--- src/tfl_pkg.sv ---
// Package for the tension feedback limit monitor
package tfl_pkg;
  localparam logic [15:0] TFL_OFF        = 16'h270f;   // 9999: function off
  localparam int          TFL_CLK_HZ     = 100000000;
  localparam int          TFL_TICK_NS    = 10000000;   // Wait time unit: 10 ms
  localparam int          TFL_TICK_CYC   = TFL_TICK_NS / 10;
  localparam logic [15:0] TFL_WAIT_MAX   = 16'h2710;   // 100 s in 10 ms units
  localparam logic [15:0] TFL_HYS_MAX    = 16'h0064;   // 100 %
  localparam logic [15:0] TFL_BIAS_MAX   = 16'h01f4;   // 500 N
  localparam logic [15:0] TFL_DIV_PCT    = 16'h0064;
  // APB register offsets
  localparam logic [7:0]  TFL_UPPER_OFS  = 8'h00;
  localparam logic [7:0]  TFL_LOWER_OFS  = 8'h04;
  localparam logic [7:0]  TFL_HYS_OFS    = 8'h08;
  localparam logic [7:0]  TFL_WAIT_OFS   = 8'h0c;
  localparam logic [7:0]  TFL_DEV_OFS    = 8'h10;
  localparam logic [7:0]  TFL_ACT_OFS    = 8'h14;
  localparam logic [7:0]  TFL_SIGN_OFS   = 8'h18;
  localparam logic [7:0]  TFL_BIAS_OFS   = 8'h1c;
  localparam logic [7:0]  TFL_GAIN_OFS   = 8'h20;
  localparam logic [7:0]  TFL_TERM_OFS   = 8'h24;
  localparam logic [7:0]  TFL_STAT_OFS   = 8'h28;
  localparam logic [7:0]  TFL_DIAM_OFS   = 8'h2c;
  // Terminal function codes
  localparam logic [8:0]  TFL_FN_LOW_P   = 9'd14;
  localparam logic [8:0]  TFL_FN_UP_P    = 9'd15;
  localparam logic [8:0]  TFL_FN_BRK_P   = 9'd231;
  localparam logic [8:0]  TFL_FN_LOW_N   = 9'd114;
  localparam logic [8:0]  TFL_FN_UP_N    = 9'd115;
  localparam logic [8:0]  TFL_FN_BRK_N   = 9'd331;
  localparam int          TFL_NTERM      = 4;
  typedef struct packed {
    logic        psel;
    logic        penable;
    logic        pwrite;
    logic [7:0]  paddr;
    logic [31:0] pwdata;
  } tfl_apb_req_t;
  typedef struct packed {
    logic        pready;
    logic        pslverr;
    logic [31:0] prdata;
  } tfl_apb_rsp_t;
  typedef struct packed {
    logic start;
    logic stopped;
    logic integ_clr;
    logic diff_clr;
    logic integ_hold;
    logic [1:0] gain_sel;
  } tfl_ctl_t;
endpackage

--- src/tfl_monitor.sv ---
// Tension feedback limit monitor with break detection and APB registers
//
// Function
// - Upper flag when feedback above upper limit
// - Lower flag when feedback below lower limit
// - Out of range past wait time: break
// - Freeze winding diameter at break
// - Torque command zero during break
// - Stop by start off, emergency deceleration
// - Break detection output flag
// - Resume when stopped and start off
// - Positive terminal codes 14, 15, 231
// - Negative terminal codes 114, 115, 331
// - Hysteresis applied to upper and lower limit flags
// - Break uses raw comparisons, no hysteresis
// - Hysteresis may keep flag high
// - Deviation flag above deviation limit
// - Action select picks shutoff sources
// - Setting 9999 disables flag and shutoff
// - Signed select passes negative torque
// - Unsigned select clamps negative torque
// - Integral clear by input, hold by gating
// - Differential clear by input
// - Four gain sets, sign-split gains
// - Percent to newton via bias, gain
// - Wait time 0..100 s, 9999 disables
// - Deviation compares absolute value
// - Hysteresis 0..100 percent, 9999 off
//
// The register offsets and the APB interface to the registers are this design's own decisions.
`timescale 1ns/1ps
`default_nettype none
module tfl_monitor (
  input  wire logic                  i_clk,
  input  wire logic                  i_srst,
  input  wire tfl_pkg::tfl_apb_req_t i_apb,
  output var  tfl_pkg::tfl_apb_rsp_t o_apb,
  input  wire tfl_pkg::tfl_ctl_t     i_ctl,
  input  wire logic signed [15:0]    i_feedback,
  input  wire logic signed [15:0]    i_deviation,
  input  wire logic signed [15:0]    i_pid_pct,
  input  wire logic signed [15:0]    i_torque_raw,
  input  wire logic [15:0]           i_diameter,
  output logic                       o_upper_limit_flag,
  output logic                       o_lower_limit_flag,
  output logic                       o_deviation_limit_flag,
  output logic                       o_break_detect_flag,
  output logic                       o_pid_fault_trip,
  output logic                       o_pid_zero,
  output logic                       o_integ_clear,
  output logic                       o_integ_hold,
  output logic                       o_diff_clear,
  output logic [2:0]                 o_gain_index,
  output logic                       o_emergency_decel,
  output logic signed [15:0]         o_torque_cmd,
  output logic signed [15:0]         o_tension_newton,
  output logic [15:0]                o_diameter_held,
  output logic [tfl_pkg::TFL_NTERM-1:0] o_terminal
);
  import tfl_pkg::*;
  // ****************************************
  // Register file
  // ****************************************
  typedef enum logic [1:0] {TFL_BRK_IDLE, TFL_BRK_ACTIVE} tfl_brk_t;
  tfl_brk_t    brk_state;
  logic [15:0] upper_limit_setting;
  logic [15:0] lower_limit_setting;
  logic [15:0] limit_hysteresis_width;
  logic [15:0] break_wait_time;
  logic [15:0] deviation_limit_setting;
  logic [1:0]  limit_action_select;
  logic [15:0] torque_sign_select;
  logic [15:0] tension_bias_newton;
  logic [15:0] tension_gain_newton;
  logic [8:0]  output_terminal_function_select [TFL_NTERM];
  logic        wr_en;
  logic        rd_en;
  logic        addr_ok;
  logic [31:0] next_rdata;
  // Write lands once, at the edge where the master samples pready
  assign wr_en = i_apb.psel & i_apb.penable & i_apb.pwrite & o_apb.pready;
  assign rd_en = i_apb.psel & i_apb.penable & ~i_apb.pwrite;
  always_ff @(posedge i_clk) begin
    if (i_srst) begin
      upper_limit_setting     <= TFL_OFF;
      lower_limit_setting     <= TFL_OFF;
      limit_hysteresis_width  <= TFL_OFF;
      break_wait_time         <= TFL_OFF;
      deviation_limit_setting <= TFL_OFF;
      limit_action_select     <= 2'h0;
      torque_sign_select      <= 16'h0000;
      tension_bias_newton     <= 16'h0000;
      tension_gain_newton     <= TFL_OFF;
    end else if (wr_en) begin
      case (i_apb.paddr)
        TFL_UPPER_OFS: upper_limit_setting     <= i_apb.pwdata[15:0];
        TFL_LOWER_OFS: lower_limit_setting     <= i_apb.pwdata[15:0];
        TFL_HYS_OFS:   limit_hysteresis_width  <= i_apb.pwdata[15:0];
        TFL_WAIT_OFS:  break_wait_time         <= i_apb.pwdata[15:0];
        TFL_DEV_OFS:   deviation_limit_setting <= i_apb.pwdata[15:0];
        TFL_ACT_OFS:   limit_action_select     <= i_apb.pwdata[1:0];
        TFL_SIGN_OFS:  torque_sign_select      <= i_apb.pwdata[15:0];
        TFL_BIAS_OFS:  tension_bias_newton     <= (i_apb.pwdata[15:0] > TFL_BIAS_MAX) ?
                                                  TFL_BIAS_MAX : i_apb.pwdata[15:0];
        TFL_GAIN_OFS:  tension_gain_newton     <= i_apb.pwdata[15:0];
        default: ;
      endcase
    end
  end
  // Terminal selects, one 9-bit field per 16-bit half
  genvar g;
  generate
    for (g = 0; g < TFL_NTERM; g++) begin : g_term_sel
      always_ff @(posedge i_clk) begin
        if (i_srst) begin
          output_terminal_function_select[g] <= 9'h000;
        end else if (wr_en && i_apb.paddr == TFL_TERM_OFS + 8'(4 * (g / 2))) begin
          output_terminal_function_select[g] <= i_apb.pwdata[16*(g%2) +: 9];
        end
      end
    end
  endgenerate
  always_comb begin
    addr_ok    = 1'b1;
    next_rdata = 32'h0000_0000;
    case (i_apb.paddr)
      TFL_UPPER_OFS: next_rdata[15:0] = upper_limit_setting;
      TFL_LOWER_OFS: next_rdata[15:0] = lower_limit_setting;
      TFL_HYS_OFS:   next_rdata[15:0] = limit_hysteresis_width;
      TFL_WAIT_OFS:  next_rdata[15:0] = break_wait_time;
      TFL_DEV_OFS:   next_rdata[15:0] = deviation_limit_setting;
      TFL_ACT_OFS:   next_rdata[1:0]  = limit_action_select;
      TFL_SIGN_OFS:  next_rdata[15:0] = torque_sign_select;
      TFL_BIAS_OFS:  next_rdata[15:0] = tension_bias_newton;
      TFL_GAIN_OFS:  next_rdata[15:0] = tension_gain_newton;
      TFL_TERM_OFS:  next_rdata = {7'h00, output_terminal_function_select[1],
                                  7'h00, output_terminal_function_select[0]};
      TFL_STAT_OFS:  next_rdata[5:0] = {o_pid_fault_trip, o_break_detect_flag,
                                       o_deviation_limit_flag, o_lower_limit_flag,
                                       o_upper_limit_flag, brk_state == TFL_BRK_ACTIVE};
      TFL_DIAM_OFS:  next_rdata[15:0] = o_diameter_held;
      default:       addr_ok = 1'b0;
    endcase
  end
  // Single wait state: pready in the second access cycle
  always_ff @(posedge i_clk) begin
    if (i_srst) begin
      o_apb <= '0;
    end else begin
      o_apb.pready  <= i_apb.psel & i_apb.penable & ~o_apb.pready;
      o_apb.pslverr <= i_apb.psel & i_apb.penable & ~o_apb.pready & ~addr_ok;
      o_apb.prdata  <= (rd_en & ~o_apb.pready & addr_ok) ? next_rdata : 32'h0000_0000;
    end
  end
  // ****************************************
  // Limit comparisons
  // ****************************************
  logic signed [17:0] fb;
  logic signed [17:0] up_lim;
  logic signed [17:0] lo_lim;
  logic signed [17:0] hys;
  logic               up_en;
  logic               lo_en;
  logic               dev_en;
  logic               raw_up;
  logic               raw_lo;
  logic [15:0]        dev_abs;
  assign fb     = 18'(i_feedback);
  assign up_lim = 18'(signed'({1'b0, upper_limit_setting}));
  assign lo_lim = 18'(signed'({1'b0, lower_limit_setting}));
  assign hys    = (limit_hysteresis_width == TFL_OFF) ? 18'sh0 :
                  18'(signed'({1'b0, (limit_hysteresis_width > TFL_HYS_MAX) ?
                                     TFL_HYS_MAX : limit_hysteresis_width}));
  assign up_en  = upper_limit_setting != TFL_OFF;
  assign lo_en  = lower_limit_setting != TFL_OFF;
  assign dev_en = deviation_limit_setting != TFL_OFF;
  assign raw_up = up_en && fb > up_lim;
  assign raw_lo = lo_en && fb < lo_lim;
  assign dev_abs = i_deviation[15] ? 16'(-i_deviation) : i_deviation;
  // Flags set on the raw crossing, cleared at or past the hysteresis band edge, or when the limit is set to 9999
  always_ff @(posedge i_clk) begin
    if (i_srst) begin
      o_upper_limit_flag <= 1'b0;
    end else if (!up_en) begin
      o_upper_limit_flag <= 1'b0;
    end else if (raw_up) begin
      o_upper_limit_flag <= 1'b1;
    end else if (fb <= up_lim - hys) begin
      o_upper_limit_flag <= 1'b0;
    end
  end
  always_ff @(posedge i_clk) begin
    if (i_srst) begin
      o_lower_limit_flag <= 1'b0;
    end else if (!lo_en) begin
      o_lower_limit_flag <= 1'b0;
    end else if (raw_lo) begin
      o_lower_limit_flag <= 1'b1;
    end else if (fb >= lo_lim + hys) begin
      o_lower_limit_flag <= 1'b0;
    end
  end
  always_ff @(posedge i_clk) begin
    if (i_srst) begin
      o_deviation_limit_flag <= 1'b0;
    end else begin
      o_deviation_limit_flag <= dev_en && dev_abs > deviation_limit_setting;
    end
  end
  // ****************************************
  // Break timer and state
  // ****************************************
  logic [19:0] tick_cnt;
  logic [15:0] wait_cnt;
  logic        wait_done;
  logic        brk_en;
  assign brk_en    = break_wait_time != TFL_OFF;
  assign wait_done = wait_cnt >= ((break_wait_time > TFL_WAIT_MAX) ? TFL_WAIT_MAX : break_wait_time);
  always_ff @(posedge i_clk) begin
    if (i_srst || !(raw_up || raw_lo)) begin
      tick_cnt <= 20'h00000;
      wait_cnt <= 16'h0000;
    end else if (tick_cnt == 20'(TFL_TICK_CYC - 1)) begin
      tick_cnt <= 20'h00000;
      if (!wait_done) begin
        wait_cnt <= wait_cnt + 16'h0001;
      end
    end else begin
      tick_cnt <= tick_cnt + 20'h00001;
    end
  end
  always_ff @(posedge i_clk) begin
    if (i_srst) begin
      brk_state <= TFL_BRK_IDLE;
    end else begin
      case (brk_state)
        TFL_BRK_IDLE: if (brk_en && (raw_up || raw_lo) && wait_done) begin
          brk_state <= TFL_BRK_ACTIVE;
        end
        TFL_BRK_ACTIVE: if (i_ctl.stopped && !i_ctl.start) begin
          brk_state <= TFL_BRK_IDLE;
        end
        default: brk_state <= TFL_BRK_IDLE;
      endcase
    end
  end
  always_ff @(posedge i_clk) begin
    if (i_srst) begin
      o_diameter_held <= 16'h0000;
    end else if (brk_state != TFL_BRK_ACTIVE) begin
      o_diameter_held <= i_diameter;
    end
  end
  always_ff @(posedge i_clk) begin
    if (i_srst) begin
      o_break_detect_flag <= 1'b0;
      o_pid_zero          <= 1'b0;
      o_emergency_decel   <= 1'b0;
    end else begin
      o_break_detect_flag <= brk_state == TFL_BRK_ACTIVE;
      o_pid_zero          <= brk_state == TFL_BRK_ACTIVE;
      o_emergency_decel   <= brk_state == TFL_BRK_ACTIVE && !i_ctl.start;
    end
  end
  // ****************************************
  // Protective trip
  // ****************************************
  always_ff @(posedge i_clk) begin
    if (i_srst) begin
      o_pid_fault_trip <= 1'b0;
    end else if ((limit_action_select[0] && (raw_up || raw_lo)) ||
                 (limit_action_select[1] && o_deviation_limit_flag)) begin
      o_pid_fault_trip <= 1'b1;
    end
  end
  // ****************************************
  // PID side controls and torque output
  // ****************************************
  logic signed [31:0] conv;
  always_ff @(posedge i_clk) begin
    if (i_srst) begin
      o_integ_clear <= 1'b0;
      o_integ_hold  <= 1'b0;
      o_diff_clear  <= 1'b0;
      o_gain_index  <= 3'h0;
    end else begin
      o_integ_clear <= i_ctl.integ_clr;
      o_integ_hold  <= i_ctl.integ_hold & ~i_ctl.integ_clr;
      o_diff_clear  <= i_ctl.diff_clr;
      o_gain_index  <= {i_ctl.gain_sel, i_deviation[15]};
    end
  end
  always_ff @(posedge i_clk) begin
    if (i_srst) begin
      o_torque_cmd <= 16'sh0000;
    end else if (brk_state == TFL_BRK_ACTIVE) begin
      o_torque_cmd <= 16'sh0000;
    end else if (i_torque_raw < 0 && torque_sign_select == TFL_OFF) begin
      o_torque_cmd <= 16'sh0000;
    end else begin
      o_torque_cmd <= i_torque_raw;
    end
  end
  // Newton = bias + pct * gain / 100; gain off treats pct as newton
  assign conv = (tension_gain_newton == TFL_OFF) ? 32'(i_pid_pct) :
                32'(signed'({1'b0, tension_bias_newton})) +
                (32'(i_pid_pct) * 32'(signed'({1'b0, tension_gain_newton}))) /
                32'(signed'({1'b0, TFL_DIV_PCT}));
  always_ff @(posedge i_clk) begin
    if (i_srst) begin
      o_tension_newton <= 16'sh0000;
    end else begin
      o_tension_newton <= conv[15:0];
    end
  end
  // ****************************************
  // Output terminals
  // ****************************************
  generate
    for (g = 0; g < TFL_NTERM; g++) begin : g_term
      always_ff @(posedge i_clk) begin
        if (i_srst) begin
          o_terminal[g] <= 1'b0;
        end else begin
          case (output_terminal_function_select[g])
            TFL_FN_LOW_P: o_terminal[g] <= o_lower_limit_flag;
            TFL_FN_UP_P:  o_terminal[g] <= o_upper_limit_flag;
            TFL_FN_BRK_P: o_terminal[g] <= o_break_detect_flag;
            TFL_FN_LOW_N: o_terminal[g] <= ~o_lower_limit_flag;
            TFL_FN_UP_N:  o_terminal[g] <= ~o_upper_limit_flag;
            TFL_FN_BRK_N: o_terminal[g] <= ~o_break_detect_flag;
            default:      o_terminal[g] <= 1'b0;
          endcase
        end
      end
    end
  endgenerate
  // ****************************************
  // Assertions
  // ****************************************
  upper_flag_a: assert property (@(posedge i_clk) disable iff (i_srst)
    raw_up |=> o_upper_limit_flag) else $error("upper flag not set");
  lower_flag_a: assert property (@(posedge i_clk) disable iff (i_srst)
    raw_lo |=> o_lower_limit_flag) else $error("lower flag not set");
  break_torque_a: assert property (@(posedge i_clk) disable iff (i_srst)
    brk_state == TFL_BRK_ACTIVE |=> o_torque_cmd == 16'sh0000) else $error("torque not zero");
  diam_freeze_a: assert property (@(posedge i_clk) disable iff (i_srst)
    $past(brk_state) == TFL_BRK_ACTIVE && brk_state == TFL_BRK_ACTIVE |=> $stable(o_diameter_held))
    else $error("diameter moved in break");
  break_resume_a: assert property (@(posedge i_clk) disable iff (i_srst)
    brk_state == TFL_BRK_ACTIVE && !(i_ctl.stopped && !i_ctl.start) |=> brk_state == TFL_BRK_ACTIVE)
    else $error("break released early");
  trip_latch_a: assert property (@(posedge i_clk) disable iff (i_srst)
    o_pid_fault_trip |=> o_pid_fault_trip) else $error("trip released");
  wait_restart_a: assert property (@(posedge i_clk) disable iff (i_srst)
    !(raw_up || raw_lo) |=> wait_cnt == 16'h0000 && tick_cnt == 20'h00000) else $error("timer kept");
  dev_flag_a: assert property (@(posedge i_clk) disable iff (i_srst)
    dev_en && dev_abs > deviation_limit_setting |=> o_deviation_limit_flag) else $error("dev flag");
  sign_clamp_a: assert property (@(posedge i_clk) disable iff (i_srst)
    torque_sign_select == TFL_OFF |=> o_torque_cmd >= 0) else $error("negative torque");
  break_flag_a: assert property (@(posedge i_clk) disable iff (i_srst)
    $rose(brk_state == TFL_BRK_ACTIVE) |=> o_break_detect_flag && o_pid_zero) else $error("break flag");
endmodule
`default_nettype wire

--- config.mk ---
export PLATFORM = sky130hd
export DESIGN_NAME = tfl_monitor
export DESIGN_NICKNAME = d
export VERILOG_FILES = /design/src/tfl_pkg.sv /design/src/tfl_monitor.sv
export SDC_FILE = /design/constraint.sdc
export NUM_CORES = 2
export LEC_CHECK = 0
export BUFFER_PORTS_ARGS = -buffer_cell sky130_fd_sc_hd__buf_4
export CAP_MARGIN = 5
export CORE_ASPECT_RATIO = 1.5
export CORE_MARGIN = 1
export CORE_UTILIZATION = 51
export CTS_BUF_LIST = sky130_fd_sc_hd__clkbuf_16
export CTS_CLUSTER_DIAMETER = 50
export CTS_CLUSTER_SIZE = 25
export DETAILED_ROUTE_END_ITERATION = 8
export MAX_ROUTING_LAYER = met4
export PLACE_DENSITY_LB_ADDON = 0.15
export SYNTH_ARGS = -nofsm -noshare
export SYNTH_HDL_FRONTEND = slang
export SYNTH_SLANG_ARGS = --single-unit
--- constraint.sdc ---
create_clock -name i_clk -period 48.9 [get_ports i_clk]
set_input_delay 4.89 -clock i_clk [delete_from_list [all_inputs] [get_ports i_clk]]
set_output_delay 4.89 -clock i_clk [all_outputs]
set_load 0.01 [all_outputs]
==> load_flow_metrics.sql <==
INSERT INTO impl_metrics (metric_group, metric, value, unit) VALUES
('floorplan', 'floorplan.core_area', '0.0658', 'mm2'),
('clock_tree', 'postCtsSetupBuffers', '0', ''),
('synth', 'syn_area', '0.0340', 'mm2'),
('flow_run', 'drv.max_cap_violation_count', '0', ''),
('final_layout', 'areaGrowthSynthToFinish', '9.54', '%'),
('critical_path', 'critPathLaunchType', 'input pin', ''),
('drt', 'num_vias', '32200', ''),
('synth', 'synth_area_per_cell', '7.94', 'um2'),
('synth', 'synth_ff_type', 'sky130_fd_sc_hd__dfxtp_1', ''),
('critical_path', 'cp.required', '49300', 'ps'),
('final_layout', 'max_flop_register', 'output_terminal_function_select', ''),
('grt', 'grt_start_max_net_pins', '68', ''),
('timing', 'period_minus_slack', '35750', 'ps'),
('drt', 'vias_per_cell', '6.10', ''),
('critical_path', 'crit_slowest_cell', 'sky130_fd_sc_hd__o22ai_1', ''),
('drt', 'initial_drc_count', '2366', ''),
('clock_tree', 'cts_hold_repair.buffers', '0', ''),
('clock_tree', 'cts_resized', '0', ''),
('synth', 'async_flop_share', '0', '%'),
('critical_path', 'worst-path-max-fanout', '27', ''),
('critical_path', 'worstSetupEndpointType', 'register', ''),
('min_path', 'min-delay-path-class', 'register to register', ''),
('synth', 'yosys.cell_types.count', '144', ''),
('floorplan', 'die-area', '0.0677', 'mm2'),
('floorplan', 'rows', '115', ''),
('grt', 'grt_pass1_vias', '31600', ''),
('final_layout', 'final_nets', '4971', ''),
('synth', 'synth.largest_area_cell', 'sky130_fd_sc_hd__dfxtp_1', ''),
('status', 'run_status', 'finished, final reports clean', ''),
('clock_tree', 'tritoncts', 'built', ''),
('critical_path', 'timing.setup.critical_path_class', 'input pin to register', ''),
('timing', 'max_freq', '28.0', 'MHz'),
('drt', 'drtPass1Iterations', '6', ''),
('critical_path', 'crit_top_cell', 'sky130_fd_sc_hd__a21oi_1', ''),
('synth', 'ys_seq_elements', '294', ''),
('timing', 'slew-limit-headroom', '20.6', '%'),
('floorplan', 'die-width', '213', 'um'),
('critical_path', 'worst_ep_arrival_time', '36150', 'ps'),
('final_layout', 'fin_util', '56.6', '%'),
('floorplan', 'fp.dieH', '318', 'um'),
('grt', 'gr-total-overflow', '0', ''),
('synth', 'edff_count_synth', '36', ''),
('final_layout', 'drive_above_1_share', '10.6', '%'),
('timing', 'clock-skew-final', '39.7', 'ps'),
('drt', 'routedWlPerCell', '20.8', 'um'),
('drt', 'drt.antenna.violating_nets', '0', ''),
('clock_tree', 'cts_root_buffer', 'sky130_fd_sc_hd__clkbuf_16', ''),
('floorplan', 'initial_utilization', '51.7', '%'),
('timing', 'slew_violations', '0', ''),
('synth', 'synth_warnings', '0', ''),
('placed_design', 'gp_congestion', '0.979', ''),
('synth', 'netlist_top_cells_area', 'sky130_fd_sc_hd__dfxtp_1 (15%), sky130_fd_sc_hd__fa_1 (12%), sky130_fd_sc_hd__ha_1 (9.8%)', ''),
('timing', 'hold_violations', '0', ''),
('timing', 'setup_viol_count_final', '0', ''),
('placed_design', 'placement.io_buffers', '216', ''),
('final_layout', 'largest_registers', 'output_terminal_function_select (36), o_apb (27), tick_cnt (20)', ''),
('clock_tree', 'worstSkewPairLatency', '590', 'ps'),
('grt', 'grt_pass1_wl', '172', 'mm'),
('clock_tree', 'htree_num_levels', '1', ''),
('synth', 'synth.yosys.seq_area_share', '18.4', '%'),
('grt', 'global_route.usage.total', '33.0', '%'),
('timing', 'rsz0062_at_grt', 'false', ''),
('clock_tree', 'cts.clk_slew.worst_paths', '80', 'ps'),
('floorplan', 'top_level_ports', '231', ''),
('final_layout', 'largest_reg_flops', '36', ''),
('synth', 'synth_top_cell_area_share', '15.2', '%'),
('drt', 'drc', '0', ''),
('clock_tree', 'cts_made_buffers', '27', ''),
('grt', 'antenna_found_initial', '2', ''),
('timing', 'timing.final.crit_share', '73.1', '%'),
('clock_tree', 'cts_num_sinks', '294', ''),
('synth', 'number_of_instances_in_the_synthesized_netlist', '4280', ''),
('clock_tree', 'cts.path.max_buffers', '3', ''),
('critical_path', 'cp_slowest_stage_delay', '830', 'ps'),
('drt', 'finalWirelength', '110', 'mm'),
('timing', 'worstMarginPinSlew', '1180', 'ps'),
('timing', 'tns', '0', 'ps'),
('placed_design', 'dp_hpwl', '86.4', 'mm');
[worst max-delay path, delay by kind of cell]
family	cells	cell delay, ps
compound gates	56	16540
xor+xnor	5	1290
fa+ha+maj	11	4950
buf+inv	6	1130
mux	6	2160
simple gates	21	5100
[metrics by stage]
step                      hold WS [ps]  worst slack (ps)  area (um2)  cells
after floorplan                    430             18600       34100   4305
after global routing               487             11050       37200   5277
final                              464             13150       37200   5278
after CTS                          466             13470       37200   5275
after detailed placement           451             12980       36300   5225
after global placement             449             13050       36300   5225
[Yosys cell counts, drive strengths merged (22+ instances only)]
library cell and instances:
xnor2 142, inv 381, edfxtp 36, xor2 52, mux2i 58, o211ai 53
a31oi 53, nor3 77, fa 197, a211oi 41, nand2b 69, o21a 28
a221oi 27, or2 26, nor4 35, nor2 282, a21o 52, nand3 105
o21bai 28, nand2 563, nand4 56, nor2b 43, ha 265, o22ai 22
or3 31, and3 42, dfxtp 258, buf 42, and2 208, o31ai 26
a21oi 277, a22oi 32, o21ai 163, clkbuf 176
[final cells by class]
class	instances	area (um2)
sequential	294	6250
inverter	383	1440
antenna	3	7.51
clock inverter	23	267
timing repair buffer	261	1960
clock buffer	27	676
tap	877	1100
multi-input combinational	3410	25600
fill	6225	28500
[cell usage in the layout (no fill, tap or decap), types with 52 or more instances in the layout]
master / count
sky130_fd_sc_hd__xor2_1: 52
sky130_fd_sc_hd__nand2_1: 563
sky130_fd_sc_hd__nor3_1: 75
sky130_fd_sc_hd__a21oi_1: 266
sky130_fd_sc_hd__mux2i_1: 57
sky130_fd_sc_hd__nand3_1: 104
sky130_fd_sc_hd__nand2b_1: 66
sky130_fd_sc_hd__dfxtp_1: 258
sky130_fd_sc_hd__ha_1: 265
sky130_fd_sc_hd__inv_1: 380
sky130_fd_sc_hd__xnor2_1: 138
sky130_fd_sc_hd__and2_1: 207
sky130_fd_sc_hd__o21ai_0: 122
sky130_fd_sc_hd__nand4_1: 56
sky130_fd_sc_hd__a21o_1: 52
sky130_fd_sc_hd__nor2_1: 277
sky130_fd_sc_hd__fa_1: 197
sky130_fd_sc_hd__buf_4: 261
[per-layer routing]
metal | vias up | global-route usage [%] | share of wire [%]
met5 | - | - | 0
met2 | 1132 | 59.6 | 51
met3 | 374 | 3.76 | 5.8
met4 | 0 | 19.1 | 6.7
li1 | 15200 | - | -
met1 | 15500 | 34.1 | 36
[cell families (layout without fill, tap and decap cells)]
| group | after synthesis | after routing | share of synthesized area (%) |
|---|---|---|---|
| and+or+nand+nor | 1600 | 1600 | 23.3 |
| AOI/OAI and AO/OA | 1047 | 1047 | 22.3 |
| buffers and inverters | 601 | 694 | 6.96 |
| adders and majority gates | 470 | 470 | 21.6 |
| DFF | 294 | 294 | 18.4 |
| xor gates and xnor gates | 196 | 196 | 5.22 |
| muxes | 70 | 70 | 2.15 |
| other | 2 | 30 | 0.0221 |
[path summary, 6_finish.rpt]
| check | startpoint | end | slack [ps] | cells after the start |
|---|---|---|---|---|
| max | i_pid_pct[15] | o_tension_newton[15] | 13150 | 105 |
| min | tick_cnt[0] | tick_cnt[0] | 460 | 1 |
| max reg2reg | tension_gain_newton[5] | o_tension_newton[15] | 16970 | 106 |
| min reg2reg | tick_cnt[0] | tick_cnt[0] | 460 | 1 |
Power is not shown: default switching activity piles up to over one toggle a cycle in this logic, so the estimate is an artifact.
